File: src/core/frd_pkg.sv
// frd_pkg: constants and carriers of the floppy rate and diagnostic register bank.
// assumes a 32-bit AXI4-Lite register bus and one 200 MHz clock.
package frd_pkg;

    localparam int ADDR_W = 6;
    localparam int DATA_W = 32;

    ////////////////////////////////////////////////////////////////////////
    // register indices; byte address is four times the index
    localparam logic [3:0] IDX_DIGITAL_OUTPUT = 4'h2;
    localparam logic [3:0] IDX_RATE_SELECT = 4'h4;
    localparam logic [3:0] IDX_MAIN_STATUS = 4'h4;
    localparam logic [3:0] IDX_DATA_FIFO_PORT = 4'h5;
    localparam logic [3:0] IDX_DIGITAL_INPUT_STATUS = 4'h7;
    localparam logic [3:0] IDX_CONFIGURATION_CONTROL = 4'h7;
    localparam logic [3:0] IDX_MODE_CONTROL = 4'h8;

    ////////////////////////////////////////////////////////////////////////
    // field positions
    localparam int RS_SOFT_RESET_BIT = 7;
    localparam int RS_POWER_DOWN_BIT = 6;
    localparam int RS_PRECOMP_LSB = 2;
    localparam int RS_RATE_LSB = 0;
    localparam int DO_DMA_ENABLE_BIT = 3;
    localparam int CC_NO_PRECOMP_BIT = 2;
    localparam int MODE_SEL_LSB = 0;
    localparam int MODE_EXTRA_RATE_LSB = 2;

    ////////////////////////////////////////////////////////////////////////
    // reset values and codes
    localparam logic [1:0] RATE_RESET = 2'h0;
    localparam logic [2:0] PRECOMP_RESET = 3'h0;
    localparam logic [7:0] DO_RESET = 8'h00;
    localparam logic [1:0] RATE_500K = 2'h0;
    localparam logic [1:0] RATE_300K = 2'h1;
    localparam logic [1:0] RATE_250K = 2'h2;
    localparam logic [1:0] RATE_1M = 2'h3;
    localparam logic [1:0] EXTRA_RATE_TAPE = 2'h2;
    localparam logic [2:0] PRECOMP_DEFAULT = 3'h0;
    localparam logic [2:0] PRECOMP_OFF = 3'h7;
    localparam logic [7:0] CONFIGURE_OPCODE = 8'h13;
    localparam logic [1:0] RESP_OKAY = 2'h0;
    localparam logic [1:0] RESP_SLVERR = 2'h2;

    ////////////////////////////////////////////////////////////////////////
    // precompensation: one step is 20.83 ns, half of the 41.67 ns unit
    localparam int PRECOMP_STEP_PS = 20833;
    localparam int CLK_PERIOD_PS = 5000;
    localparam logic [3:0] STEPS_DEFAULT_NORMAL = 4'h6;
    localparam logic [3:0] STEPS_DEFAULT_1M = 4'h2;
    localparam logic [3:0] STEPS_DEFAULT_TAPE = 4'h1;
    localparam int PRECOMP_STEP_CYCLES = PRECOMP_STEP_PS / CLK_PERIOD_PS;

    typedef enum logic [1:0] {
        FRD_MODE_AT,
        FRD_MODE_ENHANCED,
        FRD_MODE_ALTERNATE,
        FRD_MODE_SPARE
    } frd_mode_e;

    // setting driven toward the drive interface
    typedef struct packed {
        logic [1:0] rate_field;
        logic tape_rate;
        logic reduced_write_current;
        logic power_down;
        logic [2:0] precomp_field;
    } frd_rate_s;

    // result written into the status stack by the controller core
    typedef struct packed {
        logic we;
        logic [1:0] idx;
        logic [7:0] data;
    } frd_status_wr_s;

endpackage

File: src/core/frd_regs.sv
// frd_regs: rate select, data port, digital input and configuration control registers.
// assumes an AXI4-Lite master on sys_clk; drive pins synchronous to sys_clk.
`timescale 1ns/100ps
module frd_regs (
    input wire logic sys_clk,
    input wire logic rst_b,
    input wire logic master_reset_in,
    input wire logic disk_changed_n,
    input wire frd_pkg::frd_status_wr_s status_wr,
    input wire logic [5:0] s_axi_awaddr,
    input wire logic [2:0] s_axi_awprot,
    input wire logic s_axi_awvalid,
    output logic s_axi_awready,
    input wire logic [31:0] s_axi_wdata,
    input wire logic [3:0] s_axi_wstrb,
    input wire logic s_axi_wvalid,
    output logic s_axi_wready,
    output logic [1:0] s_axi_bresp,
    output logic s_axi_bvalid,
    input wire logic s_axi_bready,
    input wire logic [5:0] s_axi_araddr,
    input wire logic [2:0] s_axi_arprot,
    input wire logic s_axi_arvalid,
    output logic s_axi_arready,
    output logic [31:0] s_axi_rdata,
    output logic [1:0] s_axi_rresp,
    output logic s_axi_rvalid,
    input wire logic s_axi_rready,
    output frd_pkg::frd_rate_s rate_out,
    output logic [7:0] digital_output,
    output logic core_soft_reset,
    output logic fifo_enabled,
    output logic [7:0] cmd_byte,
    output logic cmd_valid,
    output logic [3:0] precomp_steps,
    output logic [7:0] precomp_cycles
);

    typedef struct packed {
        logic awready;
        logic wready;
        logic bvalid;
        logic [1:0] bresp;
        logic [3:0] aw_idx;
        logic [7:0] w_data;
        logic w_lane0;
        logic arready;
        logic rvalid;
        logic [1:0] rresp;
        logic [31:0] rdata;
        frd_pkg::frd_rate_s rate;
        logic [7:0] dor;
        logic no_precomp_flag;
        frd_pkg::frd_mode_e mode;
        logic [1:0] extra_rate_bits;
        logic soft_reset;
        logic fifo_enabled;
        logic cfg_pending;
        logic [1:0] stack_ptr;
        logic [7:0] cmd_byte;
        logic cmd_valid;
    } frd_state_s;

    frd_state_s st;
    frd_state_s next_st;
    logic [7:0] stack_rd_data;
    logic stack_clear;

    ////////////////////////////////////////////////////////////////////////
    // helpers

    // byte address to register index; low two bits ignored
    function automatic logic [3:0] word_idx(input logic [5:0] addr);
        word_idx = addr[5:2];
    endfunction

    function automatic logic read_mapped(input logic [3:0] idx);
        read_mapped = (idx == frd_pkg::IDX_MAIN_STATUS) || (idx == frd_pkg::IDX_DATA_FIFO_PORT)
            || (idx == frd_pkg::IDX_DIGITAL_INPUT_STATUS) || (idx == frd_pkg::IDX_MODE_CONTROL);
    endfunction

    function automatic logic write_mapped(input logic [3:0] idx);
        write_mapped = (idx == frd_pkg::IDX_DIGITAL_OUTPUT) || (idx == frd_pkg::IDX_RATE_SELECT)
            || (idx == frd_pkg::IDX_DATA_FIFO_PORT) || (idx == frd_pkg::IDX_CONFIGURATION_CONTROL)
            || (idx == frd_pkg::IDX_MODE_CONTROL);
    endfunction

    // reduced write current is high for 500k and 1M
    function automatic logic rwc_of(input logic [1:0] rate);
        rwc_of = (rate == frd_pkg::RATE_500K) || (rate == frd_pkg::RATE_1M);
    endfunction

    function automatic logic tape_of(input logic [1:0] rate, input logic [1:0] extra);
        tape_of = (rate == frd_pkg::RATE_300K) && (extra == frd_pkg::EXTRA_RATE_TAPE);
    endfunction

    ////////////////////////////////////////////////////////////////////////
    // digital input read-back per mode
    function automatic logic [7:0] dig_in(input frd_state_s s, input logic chg_n);
        logic dens;
        dens = (s.rate.rate_field == frd_pkg::RATE_300K) || (s.rate.rate_field == frd_pkg::RATE_250K);
        unique case (s.mode)
            frd_pkg::FRD_MODE_ENHANCED:
                dig_in = {~chg_n, 4'hF, s.rate.rate_field, dens};
            frd_pkg::FRD_MODE_ALTERNATE:
                dig_in = {chg_n, 3'h7, s.dor[frd_pkg::DO_DMA_ENABLE_BIT], s.no_precomp_flag,
                          s.rate.rate_field};
            frd_pkg::FRD_MODE_AT, frd_pkg::FRD_MODE_SPARE:
                dig_in = {~chg_n, 7'h00};
        endcase
    endfunction

    ////////////////////////////////////////////////////////////////////////
    // next state
    always_comb
    begin
        logic do_write;
        logic do_read;
        logic [3:0] ridx;
        logic [7:0] wd;
        do_write = 1'b0;
        do_read = 1'b0;
        ridx = word_idx(s_axi_araddr);
        wd = st.w_data;
        next_st = st;
        // pulses last one cycle
        next_st.soft_reset = 1'b0;
        next_st.cmd_valid = 1'b0;

        // write address and data are taken in either order
        if (s_axi_awvalid && st.awready)
        begin
            next_st.aw_idx = word_idx(s_axi_awaddr);
            next_st.awready = 1'b0;
        end

        if (s_axi_wvalid && st.wready)
        begin
            next_st.w_data = s_axi_wdata[7:0];
            next_st.w_lane0 = s_axi_wstrb[0];
            next_st.wready = 1'b0;
        end

        // both halves in: update and raise the answer in the same cycle
        if (!st.awready && !st.wready && !st.bvalid)
        begin
            do_write = 1'b1;
            next_st.bvalid = 1'b1;
            next_st.bresp = write_mapped(st.aw_idx) ? frd_pkg::RESP_OKAY : frd_pkg::RESP_SLVERR;
        end

        // answer taken: reopen both channels
        if (st.bvalid && s_axi_bready)
        begin
            next_st.bvalid = 1'b0;
            next_st.awready = 1'b1;
            next_st.wready = 1'b1;
        end

        // lane 0 clear: no effect
        if (do_write && st.w_lane0)
        begin
            unique case (st.aw_idx)
                frd_pkg::IDX_DIGITAL_OUTPUT:
                    next_st.dor = wd;

                frd_pkg::IDX_RATE_SELECT:
                begin
                    next_st.soft_reset = wd[frd_pkg::RS_SOFT_RESET_BIT];
                    next_st.rate.power_down = wd[frd_pkg::RS_POWER_DOWN_BIT];
                    next_st.rate.precomp_field = wd[frd_pkg::RS_PRECOMP_LSB +: 3];
                    next_st.rate.rate_field = wd[frd_pkg::RS_RATE_LSB +: 2];
                end

                frd_pkg::IDX_DATA_FIFO_PORT:
                begin
                    next_st.cmd_byte = wd;
                    next_st.cmd_valid = 1'b1;
                    next_st.cfg_pending = (wd == frd_pkg::CONFIGURE_OPCODE);
                    if (st.cfg_pending)
                        next_st.fifo_enabled = 1'b1;
                end

                frd_pkg::IDX_CONFIGURATION_CONTROL:
                begin
                    next_st.rate.rate_field = wd[frd_pkg::RS_RATE_LSB +: 2];
                    if (st.mode == frd_pkg::FRD_MODE_ALTERNATE)
                        next_st.no_precomp_flag = wd[frd_pkg::CC_NO_PRECOMP_BIT];
                end

                frd_pkg::IDX_MODE_CONTROL:
                begin
                    next_st.mode = frd_pkg::frd_mode_e'(wd[frd_pkg::MODE_SEL_LSB +: 2]);
                    next_st.extra_rate_bits = wd[frd_pkg::MODE_EXTRA_RATE_LSB +: 2];
                end
                default:
                    next_st.cmd_valid = 1'b0;
            endcase
        end

        // read channel
        if (s_axi_arvalid && st.arready)
        begin
            do_read = 1'b1;
            next_st.arready = 1'b0;
            next_st.rvalid = 1'b1;
            next_st.rresp = read_mapped(ridx) ? frd_pkg::RESP_OKAY : frd_pkg::RESP_SLVERR;
            next_st.rdata = '0;
        end

        if (do_read)
        begin
            unique case (ridx)
                frd_pkg::IDX_MAIN_STATUS:
                    // ready, FIFO state, power-down and configure pending; never the rate or precomp fields
                    next_st.rdata[7:0] = {1'b1, 4'h0, st.fifo_enabled, st.rate.power_down,
                                          st.cfg_pending};

                frd_pkg::IDX_DATA_FIFO_PORT:
                begin
                    next_st.rdata[7:0] = stack_rd_data;
                    next_st.stack_ptr = st.stack_ptr + 2'h1;
                end

                frd_pkg::IDX_DIGITAL_INPUT_STATUS:
                    next_st.rdata[7:0] = dig_in(st, disk_changed_n);
                frd_pkg::IDX_MODE_CONTROL:
                    next_st.rdata[7:0] = {4'h0, st.extra_rate_bits, st.mode};
                default:
                    next_st.rdata = '0;
            endcase
        end

        // answer taken: reopen reads
        if (st.rvalid && s_axi_rready)
        begin
            next_st.rvalid = 1'b0;
            next_st.arready = 1'b1;
        end

        ////////////////////////////////////////////////////////////////////
        // derived drive settings and resets
        next_st.rate.reduced_write_current = rwc_of(next_st.rate.rate_field);
        next_st.rate.tape_rate = tape_of(next_st.rate.rate_field, next_st.extra_rate_bits);

        // soft reset keeps the rate settings
        if (next_st.soft_reset)
        begin
            next_st.fifo_enabled = 1'b0;
            next_st.cfg_pending = 1'b0;
            next_st.stack_ptr = 2'h0;
        end

        // master reset wins over a write
        if (master_reset_in)
        begin
            next_st.dor = frd_pkg::DO_RESET;
            next_st.fifo_enabled = 1'b0;
            next_st.cfg_pending = 1'b0;
            next_st.stack_ptr = 2'h0;
        end
    end

    // stack empties on either reset
    assign stack_clear = st.soft_reset || master_reset_in;

    ////////////////////////////////////////////////////////////////////////
    // state register
    always_ff @(posedge sys_clk)
    begin
        if (!rst_b)
        begin
            st <= '0;
            st.awready <= 1'b1;
            st.wready <= 1'b1;
            st.arready <= 1'b1;
            st.rate.rate_field <= frd_pkg::RATE_RESET;
            st.rate.precomp_field <= frd_pkg::PRECOMP_RESET;
            st.rate.reduced_write_current <= 1'b1;
            st.dor <= frd_pkg::DO_RESET;
            st.mode <= frd_pkg::FRD_MODE_AT;
        end
        else
            st <= next_st;
    end

    ////////////////////////////////////////////////////////////////////////
    // submodules
    frd_status_stack u_stack (
        .sys_clk(sys_clk),
        .rst_b(rst_b),
        .clear(stack_clear),
        .wr(status_wr),
        .rd_idx(st.stack_ptr),
        .rd_data(stack_rd_data)
    );

    frd_precomp u_precomp (
        .sys_clk(sys_clk),
        .rst_b(rst_b),
        .precomp_field(st.rate.precomp_field),
        .rate_field(st.rate.rate_field),
        .tape_rate(st.rate.tape_rate),
        .precomp_steps(precomp_steps),
        .precomp_cycles(precomp_cycles)
    );

    ////////////////////////////////////////////////////////////////////////
    // outputs, all from flip-flops
    assign s_axi_awready = st.awready;
    assign s_axi_wready = st.wready;
    assign s_axi_bvalid = st.bvalid;
    assign s_axi_bresp = st.bresp;
    assign s_axi_arready = st.arready;
    assign s_axi_rvalid = st.rvalid;
    assign s_axi_rresp = st.rresp;
    assign s_axi_rdata = st.rdata;

    assign rate_out = st.rate;
    assign digital_output = st.dor;
    assign core_soft_reset = st.soft_reset;
    assign fifo_enabled = st.fifo_enabled;
    assign cmd_byte = st.cmd_byte;
    assign cmd_valid = st.cmd_valid;

endmodule

File: src/core/frd_precomp.sv
// frd_precomp: turns the precompensation code and rate into a delay in steps and cycles.
// assumes synchronous inputs on sys_clk; outputs are registered.
`timescale 1ns/100ps
module frd_precomp (
    input wire logic sys_clk,
    input wire logic rst_b,
    input wire logic [2:0] precomp_field,
    input wire logic [1:0] rate_field,
    input wire logic tape_rate,
    output logic [3:0] precomp_steps,
    output logic [7:0] precomp_cycles
);

    typedef struct packed {
        logic [3:0] steps;
        logic [7:0] cycles;
    } frd_pc_s;

    frd_pc_s st;
    frd_pc_s next_st;

    always_comb
    begin
        next_st = st;
        if (precomp_field == frd_pkg::PRECOMP_OFF)
            next_st.steps = 4'h0;
        else if (precomp_field == frd_pkg::PRECOMP_DEFAULT)
        begin
            if (tape_rate)
                next_st.steps = frd_pkg::STEPS_DEFAULT_TAPE;
            else if (rate_field == frd_pkg::RATE_1M)
                next_st.steps = frd_pkg::STEPS_DEFAULT_1M;
            else
                next_st.steps = frd_pkg::STEPS_DEFAULT_NORMAL;
        end
        else if (tape_rate)
            next_st.steps = {1'b0, precomp_field};
        else
            next_st.steps = {precomp_field, 1'b0};
        next_st.cycles = 8'(next_st.steps * frd_pkg::PRECOMP_STEP_CYCLES);
    end

    always_ff @(posedge sys_clk)
    begin
        if (!rst_b)
            st <= '0;
        else
            st <= next_st;
    end

    assign precomp_steps = st.steps;
    assign precomp_cycles = st.cycles;

endmodule

File: src/core/frd_status_stack.sv
// frd_status_stack: four stacked status bytes, read data held in a register.
// assumes one writer (controller core) and a read index from the data port.
`timescale 1ns/100ps
module frd_status_stack (
    input wire logic sys_clk,
    input wire logic rst_b,
    input wire logic clear,
    input wire frd_pkg::frd_status_wr_s wr,
    input wire logic [1:0] rd_idx,
    output logic [7:0] rd_data
);

    typedef struct packed {
        logic [3:0][7:0] mem;
        logic [7:0] rd;
    } frd_stk_s;

    frd_stk_s st;
    frd_stk_s next_st;

    always_comb
    begin
        next_st = st;
        if (clear)
            next_st.mem = '0;
        else if (wr.we)
            next_st.mem[wr.idx] = wr.data;
        next_st.rd = next_st.mem[rd_idx];
    end

    always_ff @(posedge sys_clk)
    begin
        if (!rst_b)
            st <= '0;
        else
            st <= next_st;
    end

    assign rd_data = st.rd;

endmodule

File: config.mk
export PLATFORM = sky130hd
export DESIGN_NAME = frd_regs
export DESIGN_NICKNAME = d
export VERILOG_FILES = /design/src/core/frd_pkg.sv /design/src/core/frd_regs.sv /design/src/core/frd_precomp.sv /design/src/core/frd_status_stack.sv
export SDC_FILE = /design/constraint.sdc
export NUM_CORES = 1
export LEC_CHECK = 0
export BUFFER_PORTS_ARGS = -buffer_cell sky130_fd_sc_hd__buf_2
export CORE_ASPECT_RATIO = 1.4
export CORE_UTILIZATION = 50
export DETAILED_ROUTE_END_ITERATION = 7
export PLACE_DENSITY = 0.77
export SLEW_MARGIN = 20
export SYNTH_ARGS = -nofsm -noshare
export SYNTH_HDL_FRONTEND = slang
export SYNTH_SLANG_ARGS = --single-unit
File: constraint.sdc
create_clock -name sys_clk -period 4.4 [get_ports sys_clk]
set_clock_uncertainty 0.05 [all_clocks]
set_input_delay 0.22 -clock sys_clk [delete_from_list [all_inputs] [get_ports sys_clk]]
set_output_delay 0.22 -clock sys_clk [all_outputs]
set_load 0.02 [all_outputs]
==> results.md <==
- The CTS tree is done.
- The number of antenna diodes in the final layout is 0.
- The dominant combinational cell family by area after synthesis is simple AND/OR/NAND/NOR gates.
- For this run, asynchronously set or reset flops after synthesis account for 0%.
- Measured against its own limit, the worst slew margin works out to a little over half.
- The most common flop cell mapped by yosys is dfxtp_1.
- The tool flagged a number of max-cap violations equal to 0.
- Of the total synthesized cell area, the portion taken by XOR and XNOR cells is 0.473%.
- The routed design could run at a clock period as short as 2230 ps.
- The max-slew violation total from the final report was 0.
- After detailed routing, the average wire length per cell comes to 14.4 um.
- The startpoint identified for the worst register-to-register timing path is s_axi_wready.
- The sequential power share is about 44%.
- The critical path is of the flip-flop to flip-flop type.
- The final-report hold violation count is 0.
- The internal portion of total power is 2.13 mW.
- The power density over the cells is 440 nW/um2.
- The run finished with clean final reports.
- The number of flops mapped to enable cells by yosys is 0.
- For this configuration, the core starts out at a cell density of 51.4%.
- Setup violations remaining at the end of the flow were counted as 0.
- Setup repair after global routing left no endpoint under its margin.
- The final layout net count is 695.
- The power share of the clock group is 50.7%.
- In this run the remaining antenna-violating nets after routing total 0.
- The maximum number of pins on one net before global-route repair is 41.
- The commonest cells after synthesis are dfxtp_1 (131), nor2_1 (78), buf_4 (68).
- For flop-to-flop paths, the worst setup slack is around 2200 ps.
- The critical path launch point type is a flip-flop.
- Traced cell by cell, the critical path runs through nor4b_4 -> nand4b_1 -> mux2i_1 -> nor2_1.
- The cell total after placement is 736.
- The average instance in the mapped netlist occupies 9.62 um2.
- Across the VDD grid, the largest voltage drop is about 0.27 mV.
- The count of different cell masters after synthesis is 51.
- The global placement routability congestion is 0.868.
- The final routed wirelength across all metal layers is 11.1 mm.
- The number of buffers and inverters on the critical path is 0.
- The clock root buffer master is clkbuf_16.
- After Yosys synthesis, full adders, half adders and majority gates account for under 10% of the synthesized area.
- The synthesized area is 5550 um2.
- The reg-to-reg critical path endpoint is digital_output[6].
- The number of synthesis warnings is 0.
- CTS built an H-tree with a depth of 4.
- In this run the static leakage power is 3.01 nW.
- The maximum clock frequency is 449 MHz.
- Ranked by total cell area, the synthesized netlist is headed by dfxtp_1 (47%), mux2i_1 (11%), buf_4 (9.2%).
- The number of global-route vias before repair is roughly 3600.
- The total overflow left after global routing is 0.
- The clock passes through at most 2 buffers.
- The layout overhead on the synthesized area is 13.5%.
- The post-detailed-route via-to-cell ratio is just over 5.
- The endpoint with the worst hold slack is s_axi_awready.
- After the first detailed-routing iteration, the DRC count stood at 223.
- The total net switching power is ~0.64 mW.
- Fill cells in the final layout number 943.
- The chip height is 127 um.
- In this run, post-CTS repair resized a total of 0 instances.
- Clock-pin slew was measured on the worst setup and hold paths at 60 ps.
- The biggest area consumer among synthesized cells is dfxtp_1.
- The half-perimeter wire length of the detailed placement result is 7.78 mm.
- The class of the most critical hold timing path is primary input to flip-flop.
- The final critical-path share of the clock period is between 50% and 60%.
- The number of antenna violations at the first check in global routing is 1.
- Clock latency on the worst-skew pair, taken at its later pin, is 410 ps.
- In this run the horizontal extent of the chip is 91.1 um.
- The final non-filler cell total is 770.
- The floorplan has 45 rows.
- The timing startpoint of the critical path is s_axi_wready.
- The instance area after placement is 5680 um2.
- The die covers 11500 um2.
- The remaining design rule violation count is 0.
- Once the clock tree was built, the setup fixing pass inserted 0 buffers.
- On the critical path the largest part of the delay comes from simple AND/OR/NAND/NOR gates.
- The start point of the worst hold path is s_axi_awvalid.
- The register bit count reported by yosys is 131.
- Of the post-synthesis cell area, the dominant cell type holds between 40% and 50%.
- Summing the sequential cell areas from Yosys gives between 40 and 50% of the chip area.
- The data required time of the critical path is 4630 ps.
- The first global-routing pass estimated 17.7 mm of wire.
- Adding up every negative setup slack in the final design gives 0 ps.
- The total iterations of the first detailed-routing run is 4.
- The area inside the core boundary is 10800 um2.
- The area fraction in compound gates after synthesis is a little over 7%.
- STA classifies the critical path endpoint as a flip-flop.
- The critical path's largest stage delay is around 630 ps.
- The proportion of total power due to net switching is 23.2%.
- The library cell contributing the largest single delay on the critical path is nand4b_1.
- Counting every sink on the clock net gives 131.
- In this run, CTS created clock tree buffers numbering 17.
- Summing the areas of all and, or, nand and nor instances in the mapped netlist gives 17.3% of the synthesized area.
- Buffers placed on the I/O ports in this run total 110.
- Among all cell types in the netlist, the one instantiated most often is dfxtp_1.
- Cells fill slightly below 60% of the core in the end.
- The slew of the pin with the lowest slew margin is 695 ps.
- Global routing used 19.7% of the available tracks.
- The worst hold path was traced through 2 stages.
- The data arrival time at the worst-slack endpoint is 2460 ps.
- The post-route standard cell area excluding fillers is 6300 um2.
- The proportion of layout cells with a drive suffix above 1 is 25.1%.
- The worst hold slack after final layout is 18.4 ps.
- The number of I/O pins is between 150 and 200.
- In this run, the combinational gates consume approximately 5.0% of the power.
- Multiplexer cells account for 14.3% of the synthesized area.
- In this run the worst path has a maximum fanout of 14.
- The worst register-to-register path has a depth of 4.
- The post-synthesis instance total is 577.
- The final route contains between 3000 and 4000 vias.
[stage by stage]
stage	worst slack [ps]	power (mW)
global placement	2230	1.38
CTS	2180	2.80
finish	2170	2.77
detailed placement	2200	1.39
floorplan	2370	1.35
global route	1980	2.87
[layer usage]
layer  vias to the layer above  track usage (%)  part of all wire (%)
met5                         -                0                  0.12
met4                         2             8.50                   1.6
met3                        16             5.76                   4.6
met2                        90             32.5                    49
met1                      1838             23.9                    44
li1                       1974                -                     -
[sequential cells by signal, indices dropped and copies added (netlist names), 4 cells and up]
name	flops
u_precomp.precomp_steps	4
cmd_byte	8
s_axi_rdata	32
digital_output	8
u_stack.st	32
rate_out	8
u_stack.rd_data	8
st	21
[how the worst max path moves through the flow]
stage                              endpoint  slack (ps)  cells after the start
after floorplan                 rate_out[4]        2370                      6
after global placement          rate_out[4]        2230                      5
after detailed placement        rate_out[4]        2200                      5
after CTS                 digital_output[6]        2180                      4
after global routing      digital_output[1]        1980                      4
final                     digital_output[6]        2170                      4
[worst register-to-register path, delay by kind of cell, from the launching register on]
kind | cells | cell delay (ps)
and+or+nand+nor | 3 | 1270
muxes | 1 | 340
DFF | 1 | 450
[power by group through the flow]
stage | logic [mW] | clock network, mW | registers [mW]
after floorplan | 0.100 | 0 | 1.25
after global placement | 0.132 | 0 | 1.25
after detailed placement | 0.137 | 0 | 1.25
after CTS | 0.139 | 1.43 | 1.23
after global routing | 0.152 | 1.49 | 1.23
final | 0.138 | 1.41 | 1.23
[repair_timing]
action / CTS / global route
hold buffers: 2 / 0
hold endpoints to repair: 2 / 0
setup endpoints to repair: 0 / 0
[cell usage in the layout (no fill, tap or decap), types with 2 or more instances in the layout]
master / Yosys / final
mux4_2: 8 / 8
clkbuf_16: 0 / 17
and3_1: 27 / 27
clkinv_4: 0 / 2
a22oi_1: 4 / 4
mux2_2: 2 / 2
dlygate4sd3_1: 0 / 2
clkbuf_8: 0 / 2
clkinvlp_4: 0 / 4
o21ai_0: 14 / 14
a31oi_1: 2 / 2
nor4b_1: 2 / 2
nand2_1: 30 / 30
nor3_1: 4 / 4
dfxtp_1: 131 / 131
nor2b_1: 5 / 5
mux2i_1: 59 / 59
a2bb2oi_1: 2 / 2
xnor2_1: 2 / 2
buf_2: 3 / 110
nand4b_1: 2 / 2
and2_1: 2 / 2
inv_6: 0 / 3
or2_2: 2 / 2
nand2b_1: 7 / 7
a21oi_1: 24 / 24
nand3_1: 18 / 18
buf_4: 68 / 2
nor3b_1: 2 / 2
nor2_1: 78 / 78
bufinv_16: 0 / 2
inv_1: 13 / 13
a32oi_1: 3 / 3
a211oi_1: 4 / 4
conb_1: 1 / 6
a22o_1: 3 / 3
nand3b_1: 5 / 5
ha_1: 5 / 5
[final cells by class]
cell class              instances  area [um2]  area share [%]
multi-input cells             338        2260            35.9
clock inverters                13         150            2.38
flip-flops and latches        131        2620            41.6
repair buffers                114         586            9.29
well taps                     141         176            2.80
inverters                      14        52.6           0.834
clock buffers                  19         453            7.19
[cells by family after synthesis]
group,Yosys count
flip-flops,131
adder cells (fa/ha/maj),5
AO/OA/AOI/OAI,64
multiplexers,69
AND/OR/NAND/NOR,191
XOR/XNOR,3
buffers and inverters,113
other,1
(Power assumes the default switching activity.)
